`config.mk`:
```
export PLATFORM = sky130hd
export DESIGN_NAME = audio_serial_port_clocking
export DESIGN_NICKNAME = d
export VERILOG_FILES = /design/src/rtl/audio_serial_port_clocking_pkg.sv /design/src/rtl/audio_serial_port_clocking.sv
export SDC_FILE = /design/constraint.sdc
export NUM_CORES = 1
export LEC_CHECK = 0
export BUFFER_PORTS_ARGS = -buffer_cell sky130_fd_sc_hd__buf_2
export CAP_MARGIN = 20
export CORE_UTILIZATION = 50
export CTS_BUF_LIST = sky130_fd_sc_hd__clkbuf_16
export CTS_CLUSTER_SIZE = 28
export DETAILED_ROUTE_END_ITERATION = 8
export GPL_TIMING_DRIVEN = 0
export MAX_ROUTING_LAYER = met4
export PLACE_DENSITY = 0.71
export SLEW_MARGIN = 20
export SYNTH_ARGS = -nofsm -noshare
export SYNTH_HDL_FRONTEND = slang
export SYNTH_SLANG_ARGS = --single-unit
```
`constraint.sdc`:
```
create_clock -name core_clk -period 3.9 [get_ports core_clk]
set_clock_uncertainty 0.1 [all_clocks]
set_input_delay 0.195 -clock core_clk [delete_from_list [all_inputs] [get_ports core_clk]]
set_output_delay 0.195 -clock core_clk [all_outputs]
set_load 0.1 [all_outputs]
```
`src/rtl/audio_serial_port_clocking_pkg.sv`:
```
package audio_serial_port_clocking_pkg;
  // Register byte offsets.
  localparam logic [7:0] CTRL_OFF = 8'h00;
  localparam logic [7:0] STATUS_OFF = 8'h04;
  localparam logic [7:0] RATIO_OFF = 8'h08;
  localparam logic [7:0] LEFT_OFF = 8'h0C;
  localparam logic [7:0] RIGHT_OFF = 8'h10;
  // Control field positions.
  localparam int PDN_BIT = 0;
  localparam int MASTER_BIT = 1;
  localparam int HALVE_BIT = 2;
  localparam int AUTO_BIT = 3;
  localparam int SPEED_LSB = 4;
  localparam int TRI_BIT = 6;
  localparam int FMT_LSB = 7;
  localparam int WL_LSB = 9;
  localparam int CPF_LSB = 12;
  // Power-down set, auto-detect on, single speed, pump setting 7.
  localparam logic [15:0] CTRL_RST = 16'h7029;
  // Speed and format encodings.
  localparam logic [1:0] SPD_QUARTER = 2'h0;
  localparam logic [1:0] SPD_HALF = 2'h1;
  localparam logic [1:0] SPD_SINGLE = 2'h2;
  localparam logic [1:0] SPD_DOUBLE = 2'h3;
  localparam logic [1:0] FMT_LJ = 2'h0;
  localparam logic [1:0] FMT_I2S = 2'h1;
  localparam logic [1:0] FMT_RJ = 2'h2;
  // Timing.
  localparam int CLK_MHZ = 100;
  localparam int HW_TIMEOUT_MS = 10;
  localparam int HW_TIMEOUT_CYC = HW_TIMEOUT_MS * 1000 * 1000 * CLK_MHZ / 1000;
  localparam int REF_SETTLE_CYC = 256;
  localparam int AMP_SETTLE_CYC = 256;
  localparam int MCLK_LOSS_CYC = 64;
  localparam logic [11:0] FRAME_MAX_TICKS = 12'hFFF;
endpackage : audio_serial_port_clocking_pkg

```
`src/rtl/audio_serial_port_clocking.sv`:
```
// Chosen here: the address map and the APB slave port.
`timescale 1ns/100ps
module audio_serial_port_clocking #(
  parameter int HW_TIMEOUT = audio_serial_port_clocking_pkg::HW_TIMEOUT_CYC
) (
  input wire logic core_clk,
  input wire logic arst_n,
  input wire logic psel,
  input wire logic penable,
  input wire logic pwrite,
  input wire logic [7:0] paddr,
  input wire logic [31:0] pwdata,
  output logic [31:0] prdata,
  output logic pready,
  output logic pslverr,
  input wire logic master_clock,
  input wire logic bit_clock_in,
  output logic bit_clock_out,
  output logic bit_clock_oe,
  input wire logic frame_clock_in,
  output logic frame_clock_out,
  output logic frame_clock_oe,
  input wire logic serial_data,
  input wire logic strap_master,
  input wire logic strap_halve,
  input wire logic strap_i2s,
  output logic ref_pump_en,
  output logic amp_en,
  output logic mute,
  output logic [3:0] pump_freq,
  output logic [23:0] sample_left,
  output logic [23:0] sample_right,
  output logic sample_valid
);
  if (HW_TIMEOUT < 1) begin : g_timeout_check
    $error("HW_TIMEOUT must be positive");
  end
  typedef enum logic [2:0] {ST_OFF, ST_REF, ST_AMP, ST_MEASURE, ST_RUN} state_e;
  function automatic logic [2:0] classify(input logic [11:0] r);
    if (r == 12'h080 || r == 12'h0C0) classify = {1'b1, audio_serial_port_clocking_pkg::SPD_DOUBLE};
    else if (r == 12'h100 || r == 12'h180) classify = {1'b1, audio_serial_port_clocking_pkg::SPD_SINGLE};
    else if (r == 12'h200 || r == 12'h300) classify = {1'b1, audio_serial_port_clocking_pkg::SPD_HALF};
    else if (r == 12'h400 || r == 12'h600) classify = {1'b1, audio_serial_port_clocking_pkg::SPD_QUARTER};
    else classify = 3'h0;
  endfunction : classify
  function automatic logic [4:0] word_bits(input logic [1:0] w);
    case (w)
      2'h0: word_bits = 5'h10;
      2'h1: word_bits = 5'h12;
      2'h2: word_bits = 5'h14;
      default: word_bits = 5'h18;
    endcase
  endfunction : word_bits
  // Pin synchronisers: master, bit, frame, data, three straps.
  logic [6:0] sync1_r, sync2_r;
  always_ff @(posedge core_clk or negedge arst_n) begin
    if (!arst_n) begin
      sync1_r <= 7'h00;
      sync2_r <= 7'h00;
    end else begin
      sync1_r <= {strap_i2s, strap_halve, strap_master, serial_data, frame_clock_in,
                  bit_clock_in, master_clock};
      sync2_r <= sync1_r;
    end
  end
  // Control register and mode decision.
  logic [15:0] ctrl_r;
  logic [31:0] hw_cnt_r;
  logic [1:0] strap_cnt_r;
  logic decided_r, hw_mode_r, strap_master_r, wr_en;
  assign wr_en = psel && penable && pready && pwrite;
  always_ff @(posedge core_clk or negedge arst_n) begin
    if (!arst_n) begin
      ctrl_r <= audio_serial_port_clocking_pkg::CTRL_RST;
    end else if (wr_en && paddr == audio_serial_port_clocking_pkg::CTRL_OFF && !hw_mode_r) begin
      ctrl_r <= pwdata[15:0];
    end
  end

  always_ff @(posedge core_clk or negedge arst_n) begin
    if (!arst_n) begin
      decided_r <= 1'b0;
      hw_mode_r <= 1'b0;
      hw_cnt_r <= 32'h0;
    end else if (!decided_r) begin
      hw_cnt_r <= hw_cnt_r + 32'h1;
      if (wr_en && paddr == audio_serial_port_clocking_pkg::CTRL_OFF) begin
        decided_r <= 1'b1;
      end else if (hw_cnt_r >= 32'(HW_TIMEOUT - 1)) begin
        decided_r <= 1'b1;
        hw_mode_r <= 1'b1;
      end
    end
  end

  // Strap caught once the synchroniser has settled after release.
  always_ff @(posedge core_clk or negedge arst_n) begin
    if (!arst_n) begin
      strap_cnt_r <= 2'h0;
      strap_master_r <= 1'b0;
    end else if (strap_cnt_r != 2'h3) begin
      strap_cnt_r <= strap_cnt_r + 2'h1;
      if (strap_cnt_r == 2'h2) strap_master_r <= sync2_r[4];
    end
  end
  logic pdn_eff, is_master, halve, auto_det;
  logic [1:0] sw_speed, fmt, wl;
  // Undecided mode, or the software power-down bit, holds power-down.
  assign pdn_eff = !decided_r || (!hw_mode_r && ctrl_r[audio_serial_port_clocking_pkg::PDN_BIT]);
  assign is_master = hw_mode_r ? strap_master_r : ctrl_r[audio_serial_port_clocking_pkg::MASTER_BIT];
  assign halve = hw_mode_r ? sync2_r[5] : ctrl_r[audio_serial_port_clocking_pkg::HALVE_BIT];
  assign auto_det = hw_mode_r || ctrl_r[audio_serial_port_clocking_pkg::AUTO_BIT];
  assign sw_speed = ctrl_r[audio_serial_port_clocking_pkg::SPEED_LSB +: 2];
  assign fmt = hw_mode_r ? (sync2_r[6] ? audio_serial_port_clocking_pkg::FMT_I2S
                                       : audio_serial_port_clocking_pkg::FMT_LJ)
                         : ctrl_r[audio_serial_port_clocking_pkg::FMT_LSB +: 2];
  assign wl = hw_mode_r ? 2'h3 : ctrl_r[audio_serial_port_clocking_pkg::WL_LSB +: 2];
  // Internal master clock tick, every second edge when halved.
  logic mclk_prev_r, halve_ph_r, tick, mclk_valid_r;
  logic [6:0] loss_cnt_r;
  assign tick = sync2_r[0] && !mclk_prev_r && (!halve || halve_ph_r);
  always_ff @(posedge core_clk or negedge arst_n) begin
    if (!arst_n) begin
      mclk_prev_r <= 1'b0;
      halve_ph_r <= 1'b0;
      loss_cnt_r <= 7'h00;
      mclk_valid_r <= 1'b0;
    end else begin
      mclk_prev_r <= sync2_r[0];
      if (sync2_r[0] && !mclk_prev_r) begin
        halve_ph_r <= !halve_ph_r;
        loss_cnt_r <= 7'h00;
        mclk_valid_r <= 1'b1;
      end else if (loss_cnt_r == 7'(audio_serial_port_clocking_pkg::MCLK_LOSS_CYC)) begin
        mclk_valid_r <= 1'b0;
      end else begin
        loss_cnt_r <= loss_cnt_r + 7'h01;
      end
    end
  end
  // Frame period measurement in internal master clock ticks.
  logic frm_prev_r, bclk_prev_r, rx_frame, rx_bclk, seen_edge_r, meas_done_r;
  logic [11:0] meas_cnt_r, ratio_r;
  logic [2:0] det_r;
  state_e state_r;
  assign rx_frame = is_master ? frame_clock_out : sync2_r[2];
  assign rx_bclk = is_master ? bit_clock_out : sync2_r[1];
  // Ticks counted between two rising frame edges.
  always_ff @(posedge core_clk or negedge arst_n) begin
    if (!arst_n) begin
      frm_prev_r <= 1'b0;
      meas_cnt_r <= 12'h000;
      ratio_r <= 12'h000;
      seen_edge_r <= 1'b0;
      meas_done_r <= 1'b0;
      det_r <= 3'h0;
    end else begin
      frm_prev_r <= rx_frame;
      if (state_r == ST_OFF || meas_cnt_r == audio_serial_port_clocking_pkg::FRAME_MAX_TICKS) begin
        seen_edge_r <= 1'b0;
        meas_done_r <= 1'b0;
        meas_cnt_r <= 12'h000;
      end else if (rx_frame && !frm_prev_r) begin
        seen_edge_r <= 1'b1;
        meas_cnt_r <= 12'h000;
        if (seen_edge_r) begin
          ratio_r <= meas_cnt_r;
          meas_done_r <= 1'b1;
          det_r <= classify(meas_cnt_r);
        end
      end else if (tick) begin
        meas_cnt_r <= meas_cnt_r + 12'h001;
      end
    end
  end
  logic [1:0] speed_eff;
  // Hardware master single speed; else field or detection.
  assign speed_eff = (hw_mode_r && is_master) ? audio_serial_port_clocking_pkg::SPD_SINGLE :
                     (auto_det && !is_master && det_r[2]) ? det_r[1:0] : sw_speed;
  // Master clocks are taps of a tick counter: 64 bit clocks per frame.
  logic [9:0] gen_cnt_r;
  logic [3:0] bclk_tap;
  assign bclk_tap = {2'h0, ~speed_eff};
  always_ff @(posedge core_clk or negedge arst_n) begin
    if (!arst_n) begin
      gen_cnt_r <= 10'h000;
      bit_clock_out <= 1'b0;
      frame_clock_out <= 1'b0;
      bit_clock_oe <= 1'b0;
      frame_clock_oe <= 1'b0;
    end else begin
      if (pdn_eff || !is_master) gen_cnt_r <= 10'h000;
      else if (tick) gen_cnt_r <= gen_cnt_r + 10'h001;
      bit_clock_out <= gen_cnt_r[bclk_tap];
      // Frame toggles twice per frame; left low for I2S.
      frame_clock_out <= gen_cnt_r[bclk_tap + 4'h6] ^ (fmt != audio_serial_port_clocking_pkg::FMT_I2S);
      bit_clock_oe <= is_master && !ctrl_r[audio_serial_port_clocking_pkg::TRI_BIT];
      frame_clock_oe <= is_master && !ctrl_r[audio_serial_port_clocking_pkg::TRI_BIT];
    end
  end

  // Start-up sequence.
  logic [8:0] wait_r;
  always_ff @(posedge core_clk or negedge arst_n) begin
    if (!arst_n) begin
      state_r <= ST_OFF;
      wait_r <= 9'h000;
    end else if (pdn_eff || !mclk_valid_r) begin
      state_r <= ST_OFF;
      wait_r <= 9'h000;
    end else begin
      wait_r <= wait_r + 9'h001;
      case (state_r)
        ST_OFF: begin
          state_r <= ST_REF;
          wait_r <= 9'h000;
        end
        // Reference and pump first, then amplifiers.
        ST_REF: if (wait_r == 9'(audio_serial_port_clocking_pkg::REF_SETTLE_CYC - 1)) begin
          state_r <= ST_AMP;
          wait_r <= 9'h000;
        end
        ST_AMP: if (wait_r == 9'(audio_serial_port_clocking_pkg::AMP_SETTLE_CYC - 1)) begin
          state_r <= ST_MEASURE;
        end
        // Run only after a measured frame.
        ST_MEASURE: if (meas_done_r) state_r <= ST_RUN;
        default: if (!meas_done_r) state_r <= ST_MEASURE;
      endcase
    end
  end

  always_ff @(posedge core_clk or negedge arst_n) begin
    if (!arst_n) begin
      ref_pump_en <= 1'b0;
      amp_en <= 1'b0;
      mute <= 1'b1;
      pump_freq <= 4'h0;
    end else begin
      ref_pump_en <= state_r != ST_OFF;
      amp_en <= state_r == ST_AMP || state_r == ST_MEASURE || state_r == ST_RUN;
      mute <= state_r != ST_RUN;
      pump_freq <= ctrl_r[audio_serial_port_clocking_pkg::CPF_LSB +: 4];
    end
  end
  // Serial receive; a frame level change seen at a bit edge ends a word.
  logic [23:0] shift_r, word;
  logic [4:0] bit_cnt_r;
  logic frm_at_bit_r, left_done;
  assign word = shift_r & ~(24'hFFFFFF << word_bits(wl));
  assign left_done = frm_at_bit_r ^ (fmt == audio_serial_port_clocking_pkg::FMT_I2S);
  always_ff @(posedge core_clk or negedge arst_n) begin
    if (!arst_n) begin
      bclk_prev_r <= 1'b0;
      shift_r <= 24'h000000;
      bit_cnt_r <= 5'h00;
      frm_at_bit_r <= 1'b0;
      sample_left <= 24'h000000;
      sample_right <= 24'h000000;
      sample_valid <= 1'b0;
    end else begin
      bclk_prev_r <= rx_bclk;
      sample_valid <= 1'b0;
      // Data taken on the bit clock rising edge.
      if (rx_bclk && !bclk_prev_r && state_r == ST_RUN) begin
        frm_at_bit_r <= rx_frame;
        if (rx_frame != frm_at_bit_r) begin
          if (left_done) sample_left <= word;
          else sample_right <= word;
          sample_valid <= !left_done;
          // I2S skips one bit; the others take the first.
          bit_cnt_r <= (fmt == audio_serial_port_clocking_pkg::FMT_I2S) ? 5'h00 : 5'h01;
          shift_r <= (fmt == audio_serial_port_clocking_pkg::FMT_I2S) ? 24'h000000
                     : {23'h000000, sync2_r[3]};
        end else if (fmt == audio_serial_port_clocking_pkg::FMT_RJ
                     || bit_cnt_r < word_bits(wl)) begin
          shift_r <= {shift_r[22:0], sync2_r[3]};
          bit_cnt_r <= bit_cnt_r + 5'h01;
        end
      end
    end
  end

  // APB slave: one-cycle access, unmapped addresses flag an error.
  always_ff @(posedge core_clk or negedge arst_n) begin
    if (!arst_n) begin
      pready <= 1'b0;
      pslverr <= 1'b0;
      prdata <= 32'h00000000;
    end else begin
      pready <= psel && !penable;
      pslverr <= 1'b0;
      prdata <= 32'h00000000;
      if (psel && !penable) begin
        if (paddr == audio_serial_port_clocking_pkg::CTRL_OFF) begin
          prdata <= {16'h0000, ctrl_r};
        end else if (paddr == audio_serial_port_clocking_pkg::STATUS_OFF) begin
          prdata <= {20'h00000, det_r, speed_eff, mclk_valid_r, 1'b0, state_r,
                     hw_mode_r, decided_r};
        end else if (paddr == audio_serial_port_clocking_pkg::RATIO_OFF) begin
          prdata <= {20'h00000, ratio_r};
        end else if (paddr == audio_serial_port_clocking_pkg::LEFT_OFF) begin
          prdata <= {8'h00, sample_left};
        end else if (paddr == audio_serial_port_clocking_pkg::RIGHT_OFF) begin
          prdata <= {8'h00, sample_right};
        end else begin
          pslverr <= 1'b1;
        end
      end
    end
  end
endmodule : audio_serial_port_clocking

```
Word-level counts from Yosys, hierarchy flattened
Cells that the tools add are included.
Widths: inputs -> output; s select.
{ "totals": {"register_bits": 253, "in_bits": 52, "output_inout_bits": 94, "wordCells": 218} }
{ "classes": {"addsub": 8, "magnitude_cmp": 4, "n_eq_ne": 33, "shift": 1, "n_mux": 66, "bitwise_logic": 9, "reduce_logical": 59} }
{ "op_table": {"columns": ["cell", "count"], "rows": [
  ["$mux 24", 8],
  ["$mux 12", 3],
  ["$add 32x1->32 const B", 1],
  ["$ge 32x20->1 const B", 1],
  ["$mux 1", 27],
  ["$mux 3", 9],
  ["$and 24x24->24", 1],
  ["$eq 12x10->1 const B", 2],
  ["$eq 12x11->1 const B", 2],
  ["$eq 12x8->1 const B", 2],
  ["$eq 12x9->1 const B", 2],
  ["$not 24->24", 1],
  ["$shl 24x5->24 const A", 1],
  ["$mux 10", 2],
  ["$mux 5", 4],
  ["$mux 9", 2],
  ["$pmux 9 s2", 1],
  ["$eq 8x4->1 const B", 2],
  ["$logic_and 1x1->1", 16],
  ["$mux 7", 2],
  ["$logic_or 1x1->1", 13],
  ["$add 12x1->12 const B", 1],
  ["$eq 12x12->1 const B", 1],
  ["$logic_not 1->1", 12],
  ["39 further kinds", 64]
]} }

Longest topological paths before layout
Gate-level depths: netlist (run 1).
{ "logic_depth": {"depth_word": 11, "depth_mapped": 11, "depth_no_buf": 9} }

Worst setup path after synthesis (run 1)
No wires, ideal clock.
{ "synth_path": {"path_kind": "register to register", "start": "register hw_mode_r", "end": "register shift_r[13]", "t_arrival_ns": 2.506, "t_required_ns": 3.679, "setup_slack_ns": 1.173, "stages_incl_launch_ff": 10, "path_cell_list": "dfrtp_1 -> buf_2 -> buf_1 -> or3b_2 -> ha_1 -> a211o_1 -> nand2_1 -> o21ai_2 -> clkbuf_1 -> a22o_1"} }
{ "synth_via": {"elab_chain_cells": 9, "elab_cells_between_ends": 20} }
{ "synth_rtl": {"columns": ["item", "line", "source"], "rows": [
  ["start, declared", "audio_serial_port_clocking.sv:70", "logic decided_r, hw_mode_r, strap_master_r, wr_en;"],
  ["start signal, assigned", "audio_serial_port_clocking.sv:83", "hw_mode_r <= 1'b0;"],
  ["start signal, assigned", "audio_serial_port_clocking.sv:91", "hw_mode_r <= 1'b1;"],
  ["$mux 2", "audio_serial_port_clocking.sv:117", "assign wl = hw_mode_r ? 2'h3 : ctrl_r[audio_serial_port_clocking_pkg::WL_LSB +: 2];"],
  ["$eq 2x2->1, or another cell as far along", "audio_serial_port_clocking.sv:47", "case (w)"],
  ["$pmux 4 s3", "audio_serial_port_clocking.sv:47", null],
  ["$mux 5", "audio_serial_port_clocking.sv:267", "if (rx_frame != frm_at_bit_r) begin"],
  ["$mux 5", "audio_serial_port_clocking.sv:265", "if (rx_bclk && !bclk_prev_r && state_r == ST_RUN) begin"],
  ["$lt 5x5->1", "audio_serial_port_clocking.sv:276", "|| bit_cnt_r < word_bits(wl)) begin"],
  ["$logic_or 1x1->1", "audio_serial_port_clocking.sv:276", null],
  ["$reduce_bool 2->1 (no line)", null, null],
  ["$reduce_and 2->1 (no line)", null, null],
  ["end signal, assigned", "audio_serial_port_clocking.sv:273", "shift_r <= (fmt == audio_serial_port_clocking_pkg::FMT_I2S) ? 24'h000000"],
  ["end signal, assigned", "audio_serial_port_clocking.sv:277", "shift_r <= {shift_r[22:0], sync2_r[3]};"],
  ["end, declared", "audio_serial_port_clocking.sv:247", "logic [23:0] shift_r, word;"]
]} }
Several ways; a longest one is shown, not always the timed one. The select of a mux whose other input is x is not followed.
A chain may end at the register's enable or synchronous reset.

Final worst setup path (run 1)
{ "layout_path": {"start": "register hw_mode_r", "end": "register shift_r[20]"} }
The elaborated chain is that of the path after synthesis.

==> impl_metrics.tcl, run 1 <==
set metrics [dict create \
    post-dp-hpwl_um 17300 \
    layoutNonFillerInstCount 1417 \
    peakVddDrop_mv 0.392 \
    vias_per_cell 5.48 \
    grt.overflow.total 0 \
    grt_pass1_vias 7593 \
    path_cells "buf_2, buf_1, a21o_1, inv_1, ha_1, o21ai_0, nor2_1, nand2_1, o21ai_2, clkbuf_1, a22o_1" \
    clock_latency_ns 0.52 \
    r2r_setup_slack_ns 0.39 \
    synth-compound-area-share 0.104 \
    core_area_um2 21000 \
    port-buffer-count 121 \
    end_kind "flop" \
    met2_usage 0.376 \
    cpMaxStageDelayCell "buf_1" \
    leakagePower_nw 6.18 \
    yosys.cell_types.count 65 \
    cp_data_arrival_time_ns 3.86 \
    pin_count 146 \
    n_antenna_cell 0 \
    placed_cell_area_um2 11700 \
    yosys_most_used_dff "dfrtp_1" \
    fin_util 0.610 \
    comb_power_share 0.065 \
    fmax_mhz 285 \
    antenna_found_initial 0 \
    cts_hold_buf 26 \
    pre_cts_ws_ns 0.471 \
    multi_input_area_um2 4280 \
    pwr-share-clk 0.437 \
    synth_xor_area_frac 0.0566 \
    regArea_um2 6140 \
    vias 7764 \
    period_minus_slack_ns 3.51 \
    crit_type "reg -> reg" \
    drtIter0Drc 491 \
    cts_tree "built" \
    status "completed" \
    wl_um 24600 \
    ctsResizeCount 0 \
    h-tree-depth 1 \
    ys_async_sr_fraction 1.00 \
    die_area_um2 22000 \
    grt_pass1_wl_um 39900 \
    crit_path_start_kind "flop" \
    setup_violations 0 \
    die_width_um 148 \
    crit_required_ns 4.25 \
    num-fill-cells 1702 \
    p_int_mw 4.13 \
    power_density_nw_per_um2 419 \
    cts_root_buffer "clkbuf_16" \
    drive_gt1_frac 0.224 \
    syn-cell-area_um2 10700 \
    finalMaxSlewViolations 0 \
    dr.pass1.iters 5 \
    seqPwrFrac 0.498 \
    synth.area.mux_share 0.0858 \
    yosysMostFrequentCell "dfrtp_1" \
    cap_violations 0 \
    synthTopCellsByCount "dfrtp_1, nand2_1, nor2_1, o21ai_0, mux2_2" \
    cp_max_fo 10 \
    die_h_um 148 \
    ant_nets 0 \
    synthSimpleGateAreaFrac 0.134 \
    numCtsBuffers 27 \
    final_hold_viol_count 0 \
    post_drt_wl_per_cell_um 17.4 \
    tightest_slew_ns 0.906 \
    yosysWarnings 0 \
    stdcell_area_um2 12800 \
    synth_edf_count 0 \
    setup_slack_ns 0.393 \
    post-cts-setup-buffers 0 \
    clock_sinks 245 \
    syn_avg_cell_area_um2 11.4 \
    final_nets 1189 \
    fin_crit_sh 0.899 \
    track_usage 0.238 \
    max_slew_margin 0.394 \
    critPathMaxStageDelay_ns 0.48 \
    syn_inst 938 \
    rsz0062_at_grt "no" \
    switching_share 0.232 \
    synthAdderAreaFrac 0.0164 \
    cts_buffer_depth 3 \
    drc 0 \
    whs_ns 0.0345 \
    ys_ff_latch 245 \
    synth_top_area_frac 0.556 \
    busiest_layer "met2" \
    min_path_type "in -> reg" \
    cts.clk_slew.worst_paths_ns 0.06 \
    dp_cells 1343 \
    synth.area.top_cells "dfrtp_1, mux2_2, nand2_1, xnor2_1, o21ai_0" \
    yosysSeqAreaShare 0.574 \
    gp_congestion 0.884 \
    grt_max_degree 96 \
    synth_top_family_by_area "simple AND/OR/NAND/NOR gates" \
    gr-usage-met3 0.0334 \
    grt_use_met1 0.324 \
    areaGrowthSynthToFinish_pct 19.8 \
    p_sw_mw 1.24 \
    start_util 0.509 \
    rows 53 \
    yosysTopAreaCell "dfrtp_1" \
]
[cells in the final DEF, fill, tap and decap left out, types with 26 or more instances in the layout]
master,Yosys,layout
dlygate4sd3_1,0,26
buf_2,9,129
clkbuf_16,0,27
nor2_1,70,70
dfrtp_1,238,238
mux2_2,46,46
xnor2_1,38,38
xor2_1,28,28
nand3_1,32,32
a21oi_1,32,32
inv_1,24,34
nand2_1,99,99
o21ai_0,63,63
[area by class of cell]
cell class	instances	share of cell area
inverter	24	0.00702
clock buffer	27	0.0527
timing repair buffer	149	0.0726
clock inverter	21	0.0111
sequential	245	0.479
tap	275	0.0268
buffer	43	0.0173
multi-input combinational	633	0.334
[power by group through the flow]
stage | registers [mW] | logic, mW | clock network [mW]
final | 2.68 | 0.348 | 2.35
after global routing | 2.69 | 0.391 | 2.50
after CTS | 2.68 | 0.356 | 2.39
after detailed placement | 2.72 | 0.332 | 0
after global placement | 2.72 | 0.321 | 0
after floorplan | 2.72 | 0.204 | 0
[critical path: cells and delay by family (launching register included)]
kind | cells | cell delay, ns
adders and majority gates | 1 | 0.27
DFF | 1 | 0.43
AOI/OAI and AO/OA | 4 | 0.94
buffers and inverters | 4 | 1.23
and+or+nand+nor | 2 | 0.46
[cell families after synthesis]
family	Yosys count
and+or+nand+nor	291
DFF	245
AOI/OAI and AO/OA	174
muxes	79
xor gates and xnor gates	67
buffers and inverters	67
adders and majority gates	14
other	1
[flip-flops by register name (all words and copies together), names as in the netlist, 2 cells and up]
signal        count
strap_cnt_r       2
wait_r            9
meas_cnt_r       12
shift_r          24
loss_cnt_r        7
sample_left      24
ctrl_r           16
det_r             3
sample_right     24
bit_cnt_r         5
prdata           24
state_r           3
hw_cnt_r         32
pump_freq         4
ratio_r          12
sync1_r           7
sync2_r           7
gen_cnt_r        10
[metrics by stage]
| stage | power [mW] | TNS, ns |
|---|---|---|
| after CTS | 5.42 | 0 |
| after global placement | 3.04 | -423.87 |
| final | 5.37 | 0 |
| after global routing | 5.59 | 0 |
| after floorplan | 2.92 | 0 |
| after detailed placement | 3.06 | 0 |
[layer usage]
metal | vias to the layer above | share of wire
li1 | 3657 | -
met4 | 0 | 0.024
met2 | 186 | 0.48
met3 | 48 | 0.044
met1 | 3873 | 0.45
met5 | - | 0
[path summary, 6_finish.rpt]
path,startpoint,to,cells past startpoint
worst max-delay path,hw_mode_r$_DFFE_PN0P_,shift_r[20]$_DFFE_PN0P_,11
worst min-delay path,paddr[3],prdata[3]$_DFF_PN0_,4
worst max register to register,hw_mode_r$_DFFE_PN0P_,shift_r[20]$_DFFE_PN0P_,11
worst min register to register,sync1_r[0]$_DFF_PN0_,sync2_r[0]$_DFF_PN0_,0
max in group asynchronous,arst_n,ctrl_r[12]$_DFFE_PN1P_,3
min in group asynchronous,arst_n,hw_cnt_r[10]$_DFFE_PN0N_,2
No activity file was read; power rests on OpenSTA's default activity.
==> run 2, diff against run 1 <==
CORE_MARGIN = 2   (was not set)
==> impl_metrics.tcl, run 2 (synthesis results as in run 1) <==
set metrics [dict create \
    max_slew_margin 0.389 \
    crit_buf_inv 4 \
    ctsResizeCount 0 \
    port-buffer-count 121 \
    crit_path_start_kind "flop" \
    antenna_found_initial 0 \
    vias 7763 \
    numCtsBuffers 25 \
    fmax_mhz 290 \
    cts_buffer_depth 3 \
    die_h_um 150 \
    rows 53 \
    grt.overflow.total 0 \
    areaGrowthSynthToFinish_pct 20.4 \
    cap_violations 0 \
    cpMaxStageDelayCell "buf_1" \
    finalMaxSlewViolations 0 \
    drive_gt1_frac 0.224 \
    wl_um 24800 \
    ant_nets 0 \
    start_util 0.509 \
    vias_per_cell 5.48 \
    grt_pass1_wl_um 39800 \
    stdcell_area_um2 12900 \
    end_kind "flop" \
    cpLargestDelayFamily "buffers and inverters" \
    layoutNonFillerInstCount 1416 \
    post-dp-hpwl_um 17300 \
    fin_crit_sh 0.884 \
    cts_root_buffer "clkbuf_16" \
    drc 0 \
    die_area_um2 22600 \
    tightest_slew_ns 0.913 \
    pre_cts_ws_ns 0.490 \
    critPathMaxStageDelay_ns 0.49 \
    pin_count 146 \
    post_drt_wl_per_cell_um 17.5 \
    leakagePower_nw 6.19 \
    final_nets 1188 \
    drtIter0Drc 431 \
    final_hold_viol_count 0 \
    final_cell_mix "dfrtp_1, buf_2, nand2_1" \
    r2r_setup_slack_ns 0.45 \
    top_register "hw_cnt_r" \
    setup_slack_ns 0.453 \
    placed_cell_area_um2 11700 \
    setup_violations 0 \
    cts.clk_slew.worst_paths_ns 0.06 \
    clock_latency_ns 0.52 \
    crit_type "reg -> reg" \
    status "completed" \
    peakVddDrop_mv 0.311 \
    final_common_cell "dfrtp_1" \
    power_density_nw_per_um2 431 \
    dr.pass1.iters 5 \
    path_cells "buf_2, buf_1, a21o_1, inv_1, ha_1, o21ai_0, nor2_1, nand2_1, o21ai_2, clkbuf_1, a22o_1" \
    cts_tree "built" \
    grt_max_degree 103 \
    core_area_um2 21000 \
    gp_congestion 0.854 \
    power_mw 5.56 \
    setup_tns_ns 0 \
    largest_reg_flops 32 \
    die_width_um 150 \
    n_antenna_cell 0 \
    period_minus_slack_ns 3.45 \
    h-tree-depth 1 \
    cp_data_arrival_time_ns 3.80 \
    rsz0062_at_grt "no" \
    dp_cells 1343 \
    crit_required_ns 4.26 \
    grt_pass1_vias 7672 \
    clock_sinks 245 \
    min_path_type "in -> reg" \
    cp_max_fo 10 \
    track_usage 0.229 \
]
run 2: changes by cell type in the layout (fill, tap and decap cells not counted):
cell,delta
dlygate4sd3_1,+1
inv_6,+1
bufinv_16,+4
clkinv_2,-3
clkinv_1,+3
clkbuf_16,-2
inv_1,-5
run 2: worst paths after layout:
kind / startpoint / to / cells past startpoint
min in group asynchronous: arst_n / hw_cnt_r[10]$_DFFE_PN0N_ / 2
worst max-delay path: hw_mode_r$_DFFE_PN0P_ / shift_r[20]$_DFFE_PN0P_ / 11
max in group asynchronous: arst_n / ctrl_r[12]$_DFFE_PN1P_ / 4
worst max register to register: hw_mode_r$_DFFE_PN0P_ / shift_r[20]$_DFFE_PN0P_ / 11
worst min register to register: sync1_r[0]$_DFF_PN0_ / sync2_r[0]$_DFF_PN0_ / 0
worst min-delay path: paddr[3] / prdata[2]$_DFF_PN0_ / 4
run 2: area by class of cell:
| type | instances | area (um^2) |
|---|---|---|
| buffer | 43 | 221 |
| clock buffer | 25 | 626 |
| clock inverter | 21 | 249 |
| fill | 1693 | 8130 |
| inverter | 24 | 90.1 |
| multi-input combinational | 633 | 4280 |
| sequential | 245 | 6140 |
| tap | 275 | 344 |
| timing repair buffer | 150 | 941 |
run 2: layer usage:
layer | global-route usage | up-vias | routed length, um
li1 | - | 3660 | -
met1 | 0.320 | 3862 | 11400
met2 | 0.352 | 191 | 11600
met3 | 0.0345 | 50 | 1150
met4 | 0.0627 | 0 | 602
met5 | - | - | 0
run 2: power breakdown:
group          total (mW)  switching, mW  leakage (nW)  internal [mW]
combinational       0.349          0.212          2.43          0.137
sequential           2.68         0.0663          3.31           2.61
clock                2.53          0.973         0.444           1.56
run 2: worst reg2reg max path: stages, from the launching register on:
cell and delay, ns:
dfrtp_1 0.42, buf_2 0.27, buf_1 0.49, a21o_1 0.26, inv_1 0.08, ha_1 0.27, o21ai_0 0.07, nor2_1 0.22
nand2_1 0.21, o21ai_2 0.39, clkbuf_1 0.40, a22o_1 0.20
run 2: what timing repair did:
action                    in CTS  in global routing
buffers inserted               0                  0
hold endpoints to repair     164                  0
hold buffers                  27                  0
run 2: metrics by stage:
| step | hold slack, ns | utilization |
|---|---|---|
| 5_1_grt | 0.0388 | 0.613 |
| 3_3_place_gp | 0.204 | 0.556 |
| 6_report | 0.0181 | 0.613 |
| 4_1_cts | 0.0000651 | 0.613 |
| 3_5_place_dp | 0.0402 | 0.559 |
| 2_1_floorplan | -0.201 | - |
